[src/logic/gtc_pkg.sv]
// constants and carrier types for the global test and config relocation bank
// assumes a single 200 MHz clock; all resets arrive as synchronous levels
package gtc_pkg;

    // index positions in the global config space
    localparam logic [7:0] IDX_ADDR_LO  = 8'h26;
    localparam logic [7:0] IDX_ADDR_HI  = 8'h27;
    localparam logic [7:0] IDX_NUM_SEL  = 8'h29;
    localparam logic [7:0] IDX_TEST_A   = 8'h2A;
    localparam logic [7:0] IDX_TEST_B   = 8'h2B;
    localparam logic [7:0] IDX_KBD_CTRL = 8'h2C;
    localparam logic [7:0] IDX_TEST_C   = 8'h2D;
    localparam logic [7:0] IDX_TEST_D   = 8'h2E;
    localparam logic [7:0] IDX_TEST_E   = 8'h2F;

    localparam int          NUM_TEST = 6;
    localparam int          KBD_SLOT = 2;
    localparam logic [7:0]  TEST_IDX [NUM_TEST] = '{
        IDX_TEST_A, IDX_TEST_B, IDX_KBD_CTRL, IDX_TEST_C, IDX_TEST_D, IDX_TEST_E
    };

    // reset values
    localparam logic [7:0]  RST_ZERO       = 8'h00;
    localparam logic [7:0]  RST_NUM_LEGACY = 8'h01;
    localparam logic [7:0]  RST_ADDR_LO    = 8'h2E;
    localparam logic [7:0]  RST_ADDR_HI    = 8'h00;
    localparam logic [15:0] RST_CFG_BASE   = {RST_ADDR_HI, RST_ADDR_LO};

    // field positions
    localparam int NUM_SEL_BIT = 0;
    localparam int KBD_RST_BIT = 6;
    localparam int ADDR_A0_BIT = 0;

    // data port sits one byte above the index port
    localparam logic [15:0] DATA_PORT_OFS = 16'h0001;

    // strap synchroniser refill count after a reset
    localparam logic [1:0]  STRAP_SETTLE = 2'h3;
    localparam logic [1:0]  SETTLE_ONE   = 2'h1;

    typedef enum logic [1:0] {
        ST_SETTLE = 2'b01,
        ST_RUN    = 2'b10
    } gtc_strap_st_t;

    typedef struct packed {
        logic        wr;
        logic        rd;
        logic [15:0] addr;
        logic [7:0]  wdata;
    } gtc_io_req_t;

    typedef struct packed {
        logic vcc_por;
        logic stby_por;
        logic hard;
    } gtc_resets_t;

endpackage

[src/logic/gtc_reg8.sv]
// one byte-wide register with its own reset value and a write strobe
// assumes the caller has already merged the applicable resets into i_rst
`timescale 1ns/100ps
`default_nettype none
module gtc_reg8 #(
    parameter logic [7:0] RST_VAL = 8'h00
) (
    input  wire logic       i_clk,
    input  wire logic       i_rst,
    input  wire logic       i_we,
    input  wire logic [7:0] i_wdata,
    output logic      [7:0] o_q
);
    logic [7:0] q_r;

    always_ff @(posedge i_clk) begin
        if (i_rst) begin
            q_r <= RST_VAL;
        end else if (i_we) begin
            q_r <= i_wdata;
        end
    end

    assign o_q = q_r;
endmodule
`default_nettype wire

[src/logic/gtc_top.sv]
// global test and config relocation bank behind the config index/data ports
// assumes host cycles are one-clock strobes on I_REF_CLK and the resets are
// synchronous levels from the chip reset controller; the strap is a raw pin
`timescale 1ns/100ps
`default_nettype none
module gtc_top (
    input  wire logic        I_REF_CLK,
    input  wire logic        I_SRST,
    input  wire logic        I_VCC_POR,
    input  wire logic        I_STBY_POR,
    input  wire logic        I_HARD_RST,
    input  wire logic        I_NUM_STRAP,
    input  wire logic        I_CFG_MODE,
    input  wire logic        I_IO_WR,
    input  wire logic        I_IO_RD,
    input  wire logic [15:0] I_IO_ADDR,
    input  wire logic [7:0]  I_IO_WDATA,
    output logic      [7:0]  O_IO_RDATA,
    output logic             O_IO_RVALID,
    output logic             O_IO_CLAIM,
    output logic      [15:0] O_CFG_BASE,
    output logic             O_DEVICE_NUMBERING_SELECT,
    output logic             O_KBD_CORE_RST
);
    gtc_pkg::gtc_io_req_t  req;
    gtc_pkg::gtc_resets_t  rsts;
    assign req.wr    = I_IO_WR;
    assign req.rd    = I_IO_RD;
    assign req.addr  = I_IO_ADDR;
    assign req.wdata = I_IO_WDATA;

    assign rsts.vcc_por  = I_VCC_POR;
    assign rsts.stby_por = I_STBY_POR;
    assign rsts.hard     = I_HARD_RST;

    // reset groups: each register family honours its own set of resets
    logic rst_all;
    logic rst_test;
    logic rst_addr;
    assign rst_all  = I_SRST | rsts.vcc_por | rsts.stby_por | rsts.hard;
    assign rst_test = I_SRST | rsts.vcc_por | rsts.stby_por;
    assign rst_addr = I_SRST | rsts.vcc_por | rsts.hard;

    // port decode against the committed base
    logic [15:0] cfg_base_r;
    logic [15:0] data_port;
    logic        hit_idx;
    logic        hit_data;

    assign data_port = cfg_base_r + gtc_pkg::DATA_PORT_OFS;
    assign hit_idx   = I_CFG_MODE && (req.addr == cfg_base_r);
    assign hit_data  = I_CFG_MODE && (req.addr == data_port);
    assign O_IO_CLAIM = hit_idx | hit_data;

    logic wr_idx;
    logic wr_data;
    logic rd_any;
    assign wr_idx  = req.wr & hit_idx;
    assign wr_data = req.wr & hit_data;
    assign rd_any  = req.rd & (hit_idx | hit_data);

    // index register
    logic [7:0] index_r;
    always_ff @(posedge I_REF_CLK) begin
        if (rst_all) begin
            index_r <= gtc_pkg::RST_ZERO;
        end else if (wr_idx) begin
            index_r <= req.wdata;
        end
    end

    // per-index write strobes
    logic we_lo;
    logic we_hi;
    logic we_num;
    assign we_lo  = wr_data && (index_r == gtc_pkg::IDX_ADDR_LO);
    assign we_hi  = wr_data && (index_r == gtc_pkg::IDX_ADDR_HI);
    assign we_num = wr_data && (index_r == gtc_pkg::IDX_NUM_SEL);

    // test registers, keyboard control among them
    logic [7:0] test_q [gtc_pkg::NUM_TEST];
    logic       we_test [gtc_pkg::NUM_TEST];

    genvar k;
    generate
        for (k = 0; k < gtc_pkg::NUM_TEST; k++) begin : g_test
            assign we_test[k] = wr_data && (index_r == gtc_pkg::TEST_IDX[k]);
            gtc_reg8 #(
                .RST_VAL (gtc_pkg::RST_ZERO)
            ) u_test (
                .i_clk   (I_REF_CLK),
                .i_rst   (rst_test),
                .i_we    (we_test[k]),
                .i_wdata (req.wdata),
                .o_q     (test_q[k])
            );
        end
    endgenerate

    // keyboard core reset is a straight flop output, so it is held without gaps
    assign O_KBD_CORE_RST = test_q[gtc_pkg::KBD_SLOT][gtc_pkg::KBD_RST_BIT];

    // config address bytes; the low byte is only staged until the high byte lands
    logic [7:0] lo_wdata;
    logic [7:0] addr_lo_q;
    logic [7:0] addr_hi_q;

    always_comb begin
        lo_wdata = req.wdata;
        lo_wdata[gtc_pkg::ADDR_A0_BIT] = 1'b0;
    end

    gtc_reg8 #(
        .RST_VAL (gtc_pkg::RST_ADDR_LO)
    ) u_addr_lo (
        .i_clk   (I_REF_CLK),
        .i_rst   (rst_addr),
        .i_we    (we_lo),
        .i_wdata (lo_wdata),
        .o_q     (addr_lo_q)
    );

    gtc_reg8 #(
        .RST_VAL (gtc_pkg::RST_ADDR_HI)
    ) u_addr_hi (
        .i_clk   (I_REF_CLK),
        .i_rst   (rst_addr),
        .i_we    (we_hi),
        .i_wdata (req.wdata),
        .o_q     (addr_hi_q)
    );

    // committing on the high byte keeps a half-written base from ever decoding
    always_ff @(posedge I_REF_CLK) begin
        if (rst_addr) begin
            cfg_base_r <= gtc_pkg::RST_CFG_BASE;
        end else if (we_hi) begin
            cfg_base_r <= {req.wdata, addr_lo_q};
        end
    end

    assign O_CFG_BASE = cfg_base_r;

    // strap pin: three flops, a level counts once the last two agree
    logic strap_s1_r;
    logic strap_s2_r;
    logic strap_s3_r;
    always_ff @(posedge I_REF_CLK) begin
        strap_s1_r <= I_NUM_STRAP;
        strap_s2_r <= strap_s1_r;
        strap_s3_r <= strap_s2_r;
    end

    // strap capture waits for the synchroniser to refill after a reset
    gtc_pkg::gtc_strap_st_t strap_st_r;
    gtc_pkg::gtc_strap_st_t strap_st_nxt;
    logic [1:0]             settle_r;
    logic                   strap_take;

    assign strap_take = (strap_st_r == gtc_pkg::ST_SETTLE) &&
                        (settle_r == gtc_pkg::STRAP_SETTLE) &&
                        (strap_s2_r == strap_s3_r);

    always_comb begin
        strap_st_nxt = strap_st_r;
        unique case (strap_st_r)
            gtc_pkg::ST_SETTLE: begin
                if (strap_take) begin
                    strap_st_nxt = gtc_pkg::ST_RUN;
                end
            end
            gtc_pkg::ST_RUN: begin
                strap_st_nxt = gtc_pkg::ST_RUN;
            end
            default: begin
                strap_st_nxt = gtc_pkg::ST_SETTLE;
            end
        endcase
    end

    always_ff @(posedge I_REF_CLK) begin
        if (rst_all) begin
            strap_st_r <= gtc_pkg::ST_SETTLE;
        end else begin
            strap_st_r <= strap_st_nxt;
        end
    end

    always_ff @(posedge I_REF_CLK) begin
        if (rst_all) begin
            settle_r <= 2'h0;
        end else if (settle_r != gtc_pkg::STRAP_SETTLE) begin
            settle_r <= settle_r + gtc_pkg::SETTLE_ONE;
        end
    end

    // numbering-select: strap load wins over a coincident software write
    logic [7:0] num_r;
    always_ff @(posedge I_REF_CLK) begin
        if (rst_all) begin
            num_r <= gtc_pkg::RST_ZERO;
        end else if (strap_take) begin
            num_r <= strap_s3_r ? gtc_pkg::RST_NUM_LEGACY : gtc_pkg::RST_ZERO;
        end else if (we_num) begin
            num_r <= req.wdata;
        end
    end

    assign O_DEVICE_NUMBERING_SELECT = num_r[gtc_pkg::NUM_SEL_BIT];

    // read path; indexes outside this group read as zero
    logic [7:0] rd_mux;
    always_comb begin
        rd_mux = gtc_pkg::RST_ZERO;
        if (hit_idx) begin
            rd_mux = index_r;
        end else begin
            unique case (index_r)
                gtc_pkg::IDX_ADDR_LO:  rd_mux = addr_lo_q;
                gtc_pkg::IDX_ADDR_HI:  rd_mux = addr_hi_q;
                gtc_pkg::IDX_NUM_SEL:  rd_mux = num_r;
                gtc_pkg::IDX_TEST_A:   rd_mux = test_q[0];
                gtc_pkg::IDX_TEST_B:   rd_mux = test_q[1];
                gtc_pkg::IDX_KBD_CTRL: rd_mux = test_q[2];
                gtc_pkg::IDX_TEST_C:   rd_mux = test_q[3];
                gtc_pkg::IDX_TEST_D:   rd_mux = test_q[4];
                gtc_pkg::IDX_TEST_E:   rd_mux = test_q[5];
                default:               rd_mux = gtc_pkg::RST_ZERO;
            endcase
        end
    end

    always_ff @(posedge I_REF_CLK) begin
        if (rst_all) begin
            O_IO_RDATA  <= gtc_pkg::RST_ZERO;
            O_IO_RVALID <= 1'b0;
        end else begin
            O_IO_RVALID <= rd_any;
            if (rd_any) begin
                O_IO_RDATA <= rd_mux;
            end
        end
    end
endmodule
`default_nettype wire

[config.mk]
export PLATFORM = sky130hd
export DESIGN_NAME = gtc_top
export DESIGN_NICKNAME = d
export VERILOG_FILES = /design/src/logic/gtc_pkg.sv /design/src/logic/gtc_reg8.sv /design/src/logic/gtc_top.sv
export SDC_FILE = /design/constraint.sdc
export NUM_CORES = 1
export LEC_CHECK = 0
export BUFFER_PORTS_ARGS = -buffer_cell sky130_fd_sc_hd__buf_4
export CORE_MARGIN = 4
export CORE_UTILIZATION = 50
export CTS_CLUSTER_DIAMETER = 30
export DETAILED_ROUTE_END_ITERATION = 7
export HOLD_SLACK_MARGIN = 0.15
export PLACE_DENSITY = 0.84
export RECOVER_POWER = 50
export SYNTH_ARGS = -nofsm -noshare
export SYNTH_HDL_FRONTEND = slang
export SYNTH_SLANG_ARGS = --single-unit
[constraint.sdc]
create_clock -name I_REF_CLK -period 1.9 [get_ports I_REF_CLK]
set_input_delay 0.285 -clock I_REF_CLK [delete_from_list [all_inputs] [get_ports I_REF_CLK]]
set_output_delay 0.285 -clock I_REF_CLK [all_outputs]
set_load 0.02 [all_outputs]
Yosys cells after proc, flatten, opt, wreduce, memory -nomap -nowiden
Index checks and enable logic that the tools add are counted.

Add/subtract/negate cells: 2. Reductions and logical operators: 14. Equality and inequality tests: 17. Bitwise gates (word level): 8. Multiplexer cells: 7.

Operators by type and width (count): == test 8 x 6 -> 1 bit, second input constant (9); one-hot mux 8 bit (9 select lines) (1); == test 16 bit (2); two-way mux 8 bit (3); adder 16 x 1 -> 16 bit, second input constant (1); logical AND 1 bit (13); bitwise OR 1 bit (5); == test 2 bit, second input constant (2); inequality test 2 bit, second input constant (2); one-hot mux 2 bit (2 select lines) (1); AND 1 bit (3); adder 2 x 1 -> 2 bit, second input constant (1); == test 2 x 1 -> 1 bit, second input constant (1); two-way mux 2 bit (1); nonzero test 2 bit (1); == test 1 bit (1); two-way mux 1 bit (1).

Logic and storage cells: 66. Flip-flop bits (word level): 110.

Depth between registers and ports, before layout
Word-level depth: 7. Mapped depth: 8. Gate-level depth less buffers: 6.

Modules after synthesis
A second synthesis with hierarchy kept.

Cells, all modules: 583. Area, all modules: 5506.5 um^2.

By module, submodules not included: gtc_top (area each 3213.1 um^2, cells each 375, times used 1); gtc_reg8 (g_test[0].u_test ...) (area each 285.3 um^2, cells each 26, times used 7); gtc_reg8 (u_addr_lo) (area each 296.5 um^2, cells each 26, times used 1).

Least setup slack after synthesis
Ideal clock, no wire load.

Path type: reg-to-reg. Start: reg cfg_base_r[7], in the netlist O_CFG_BASE[7]. End: reg g_test[4].u_test.q_r[5]. Arrival: 1.848 ns. Stages on the path, launching flop included: 8. Setup slack: -0.076 ns. Setup time: 0.128 ns. Required time: 1.772 ns. Cells stage by stage: dfxtp_1 xnor2_1 nand4_1 nor4_2 buf_6 nand4_4 mux2i_1 nor2_1.

Cells in the longest elaborated chain, start to end: 5.

RTL lines: start: declaration (RTL line gtc_top.sv:45) `logic [15:0] cfg_base_r;`; start signal: assignment (RTL line gtc_top.sv:136) `cfg_base_r <= gtc_pkg::RST_CFG_BASE;`; start signal: assignment (RTL line gtc_top.sv:138) `cfg_base_r <= {req.wdata, addr_lo_q};`; adder 16 x 1 -> 16 bit (RTL line gtc_top.sv:50) `assign data_port = cfg_base_r + gtc_pkg::DATA_PORT_OFS;`; == test 16 bit (RTL line gtc_top.sv:52) `assign hit_data = I_CFG_MODE && (req.addr == data_port);`; logical AND 1 bit (RTL line gtc_top.sv:52); AND 1 bit (RTL line gtc_top.sv:59) `assign wr_data = req.wr & hit_data;`; logical AND 1 bit (RTL line gtc_top.sv:87) `assign we_test[k] = wr_data && (index_r == gtc_pkg::TEST_IDX[k]);`; end signal: assignment (RTL line gtc_reg8.sv:20) `q_r <= i_wdata;`; end: declaration (RTL line gtc_reg8.sv:14) `logic [7:0] q_r;`.

No other way between the ends. A chain may end at the register's enable or synchronous reset.

==> reports/results.txt <==
status -> complete, but fails checks
failing checks -> setup timing
number of global-route vias before repair -> 4252
Req. time, crit path -> 2130 ps
global-route wire length before repair -> 22.5 mm
RSZ-0062 raised after global routing -> yes
post-route setup slack -> -129 ps
antenna viol nets, final -> 0
Initial Utilization -> 0.511
port bufs -> 59
Yosys cell types -> 58
Max Cap Viol -> 0
Vert. Die Dim -> 108 um
final period utilization -> 1.07
DR iter-0 viols -> 312
grt total ovfl -> 0
Async S/R FF share, synth -> 0
post-synth net total -> 550
dpl cells -> 738
worst skew pair latency -> 380 ps
hold depth -> 3
worst slew pin tran -> 563 ps
Tightest Hold Check Type -> input port to flop
share of cells above drive strength 1 -> 0.343
Static Leakage -> 0.00286 uW
Layout area overhead -> 29.7%
Cell Area, Synth -> 4970 um2
total track usage -> 0.248
startpoint types -> flop
top cells by area, synth -> dfxtp_1, mux2i_1, nor2_1
ys flop type -> dfxtp_1
sequential element share of the synthesized area -> 0.411
Reg-to-Reg Start -> u_addr_hi.o_q[2]
Final Hold Viols -> 0
Vias/cell -> 5.74
hold_sp -> I_IO_WDATA[6]
antenna violations before repair -> 0
WHS Endpoint -> u_addr_hi.o_q[6]
Final setup violation count -> 75
max-slew violation count -> 0
Yosys reg bits -> 102
endpoint of the worst register-to-register path -> g_test[4].u_test.o_q[1]
clk sink count -> 102
synth warn -> 0
CTS H-tree depth -> 3
critical path arrival -> 2260 ps
Layout Cells excl Fill -> 769
Period minus WS final -> 2030 ps
die area -> 11600 um2
Pre-Repair DR Iteration Count -> 5
PD cells -> 574 nW/um2
clk root buf -> clkbuf_8
Yosys top cell by area -> dfxtp_1
CP endpoint kind -> flop
Num CTS Buffers -> 9
core area -> 9730 um2
DRT Wirelength -> 15.1 mm
Antenna diodes -> 0
I/O pin count -> 61
flop-to-flop setup slack -> -130 ps
Mapped Cells -> 515
fmax -> 493 MHz
CP Class -> flop to flop
Hold Slack -> 237 ps
worst r2r path cells -> 8
Mapped Avg Cell Area -> 9.65 um2
die width -> 108 um
maximum clock path buffer count -> 2
row count -> 36
Post-Place Setup Slack -> -192 ps
top cell type's share of synthesized area -> 0.411
CTS tree -> yes
Reg clk slew, reported paths -> 120 ps
Final GP Congestion -> 1.05
final clock skew -> 29.1 ps
worst relative slew slack -> 0.625
DR vias -> 4413
CP max FO -> 8
WL per Instance -> 19.6 um
drt drc -> 0
Max VDD drop -> 515 uV
Post-synth EDFFs -> 0
total power draw -> 3700 uW
nets@finish -> 666
dpl hpwl -> 10.2 mm
largest net degree at the start of global routing -> 49
flip-flops by register name, indices dropped and copies added (netlist names):
name	count
strap_s1_r	1
u_addr_hi.o_q	8
u_addr_lo.o_q	7
g_test.u_test.o_q	48
strap_s2_r	1
O_IO_RVALID	1
strap_s3_r	1
O_CFG_BASE	7
strap_st_r	2
index_r	8
O_IO_RDATA	8
settle_r	2
num_r	8
routing by layer:
layer	track usage	routed length, um	up-vias
met1	0.340	6550	2106
met2	0.385	6770	205
met4	0.103	608	0
met5	0	0	-
met3	0.0444	1130	43
li1	-	-	2059
worst max-delay path: stages (launching register included):
cell     delay [ps]
dfxtp_2         350
xnor2_2         180
nand4_1         200
nor4_4          330
buf_4           180
buf_12          140
nand4_4         240
mux2i_1         240
nor2_1           60
final cells by class:
type | count | area, um2
timing repair buffer | 142 | 1140
sequential | 102 | 2060
tap | 133 | 166
clock inverter | 6 | 52.6
clock buffer | 10 | 138
inverter | 4 | 18.8
fill | 751 | 3280
multi-input combinational | 372 | 2870
per-stage QoR:
step	util	cell area (um2)	TNS, ps
after floorplan	-	4980	0
after global placement	0.605	5880	-4250
after detailed placement	0.605	5880	-9540
after CTS	0.644	6270	-4880
after global routing	0.663	6450	-14760
final	0.663	6450	-5490
synth_stat cells (all sizes together), types with 2 or more instances:
library cell  number
dfxtp            102
mux2i             86
nor2              80
nand2             34
clkbuf            22
o21ai             22
nand3             20
xnor2             16
a21oi             15
buf               15
nand4             12
a31oi              9
nor3               9
and2               6
a221oi             5
mux2               5
nand3b             5
a211o              4
o2bb2ai            4
a22o               3
a2bb2oi            3
inv                3
nand2b             3
nor2b              3
nor4b              3
a21o               2
a22oi              2
ha                 2
nor4               2
o22ai              2
o32ai              2
or3                2
worst max-delay path by stage:
stage	start	end	slack, ps	cells after the start
floorplan	O_CFG_BASE[7]	index_r[2]	7	6
global placement	I_IO_ADDR[4]	g_test[4].u_test.o_q[4]	-90	8
detailed placement	I_IO_ADDR[10]	g_test[2].u_test.o_q[5]	-190	9
CTS	O_CFG_BASE[3]	g_test[4].u_test.o_q[1]	-130	9
global route	O_CFG_BASE[4]	g_test[4].u_test.o_q[1]	-250	8
finish	u_addr_hi.o_q[2]	g_test[4].u_test.o_q[1]	-130	8
cells by family after synthesis:
kind of cell	synth area share
flops	0.411
other cells	0.000754
buf+inv	0.0586
simple gates	0.206
mux	0.189
fa+ha+maj	0.00503
xor+xnor	0.0299
compound gates	0.0996
layout by cell type, fill, tap and decap left out, drive strengths merged, types with 9 or more instances in the layout:
cell | Yosys | final
nand3 | 20 | 21
xnor2 | 16 | 16
mux2i | 86 | 86
nand2 | 34 | 34
nand4 | 12 | 12
nor2 | 80 | 80
o21ai | 22 | 22
a31oi | 9 | 9
buf | 15 | 128
clkbuf | 22 | 22
nor3 | 9 | 9
dfxtp | 102 | 102
a21oi | 15 | 15
power by group:
group	internal, uW	switching [uW]
registers	2140	1.99
logic	84.7	115
clock network	539	823
what timing repair did:
action / 4_1_cts / 5_1_grt
endpoints found under the hold margin: 2 / 0
buffers inserted: 7 / 6
setup endpoints to repair: 78 / 95
hold buffers: 2 / 0
resized for setup: 22 / 44
gates cloned: 1 / 1
pin swaps: 13 / 14
No activity file was read; power rests on OpenSTA's default activity.
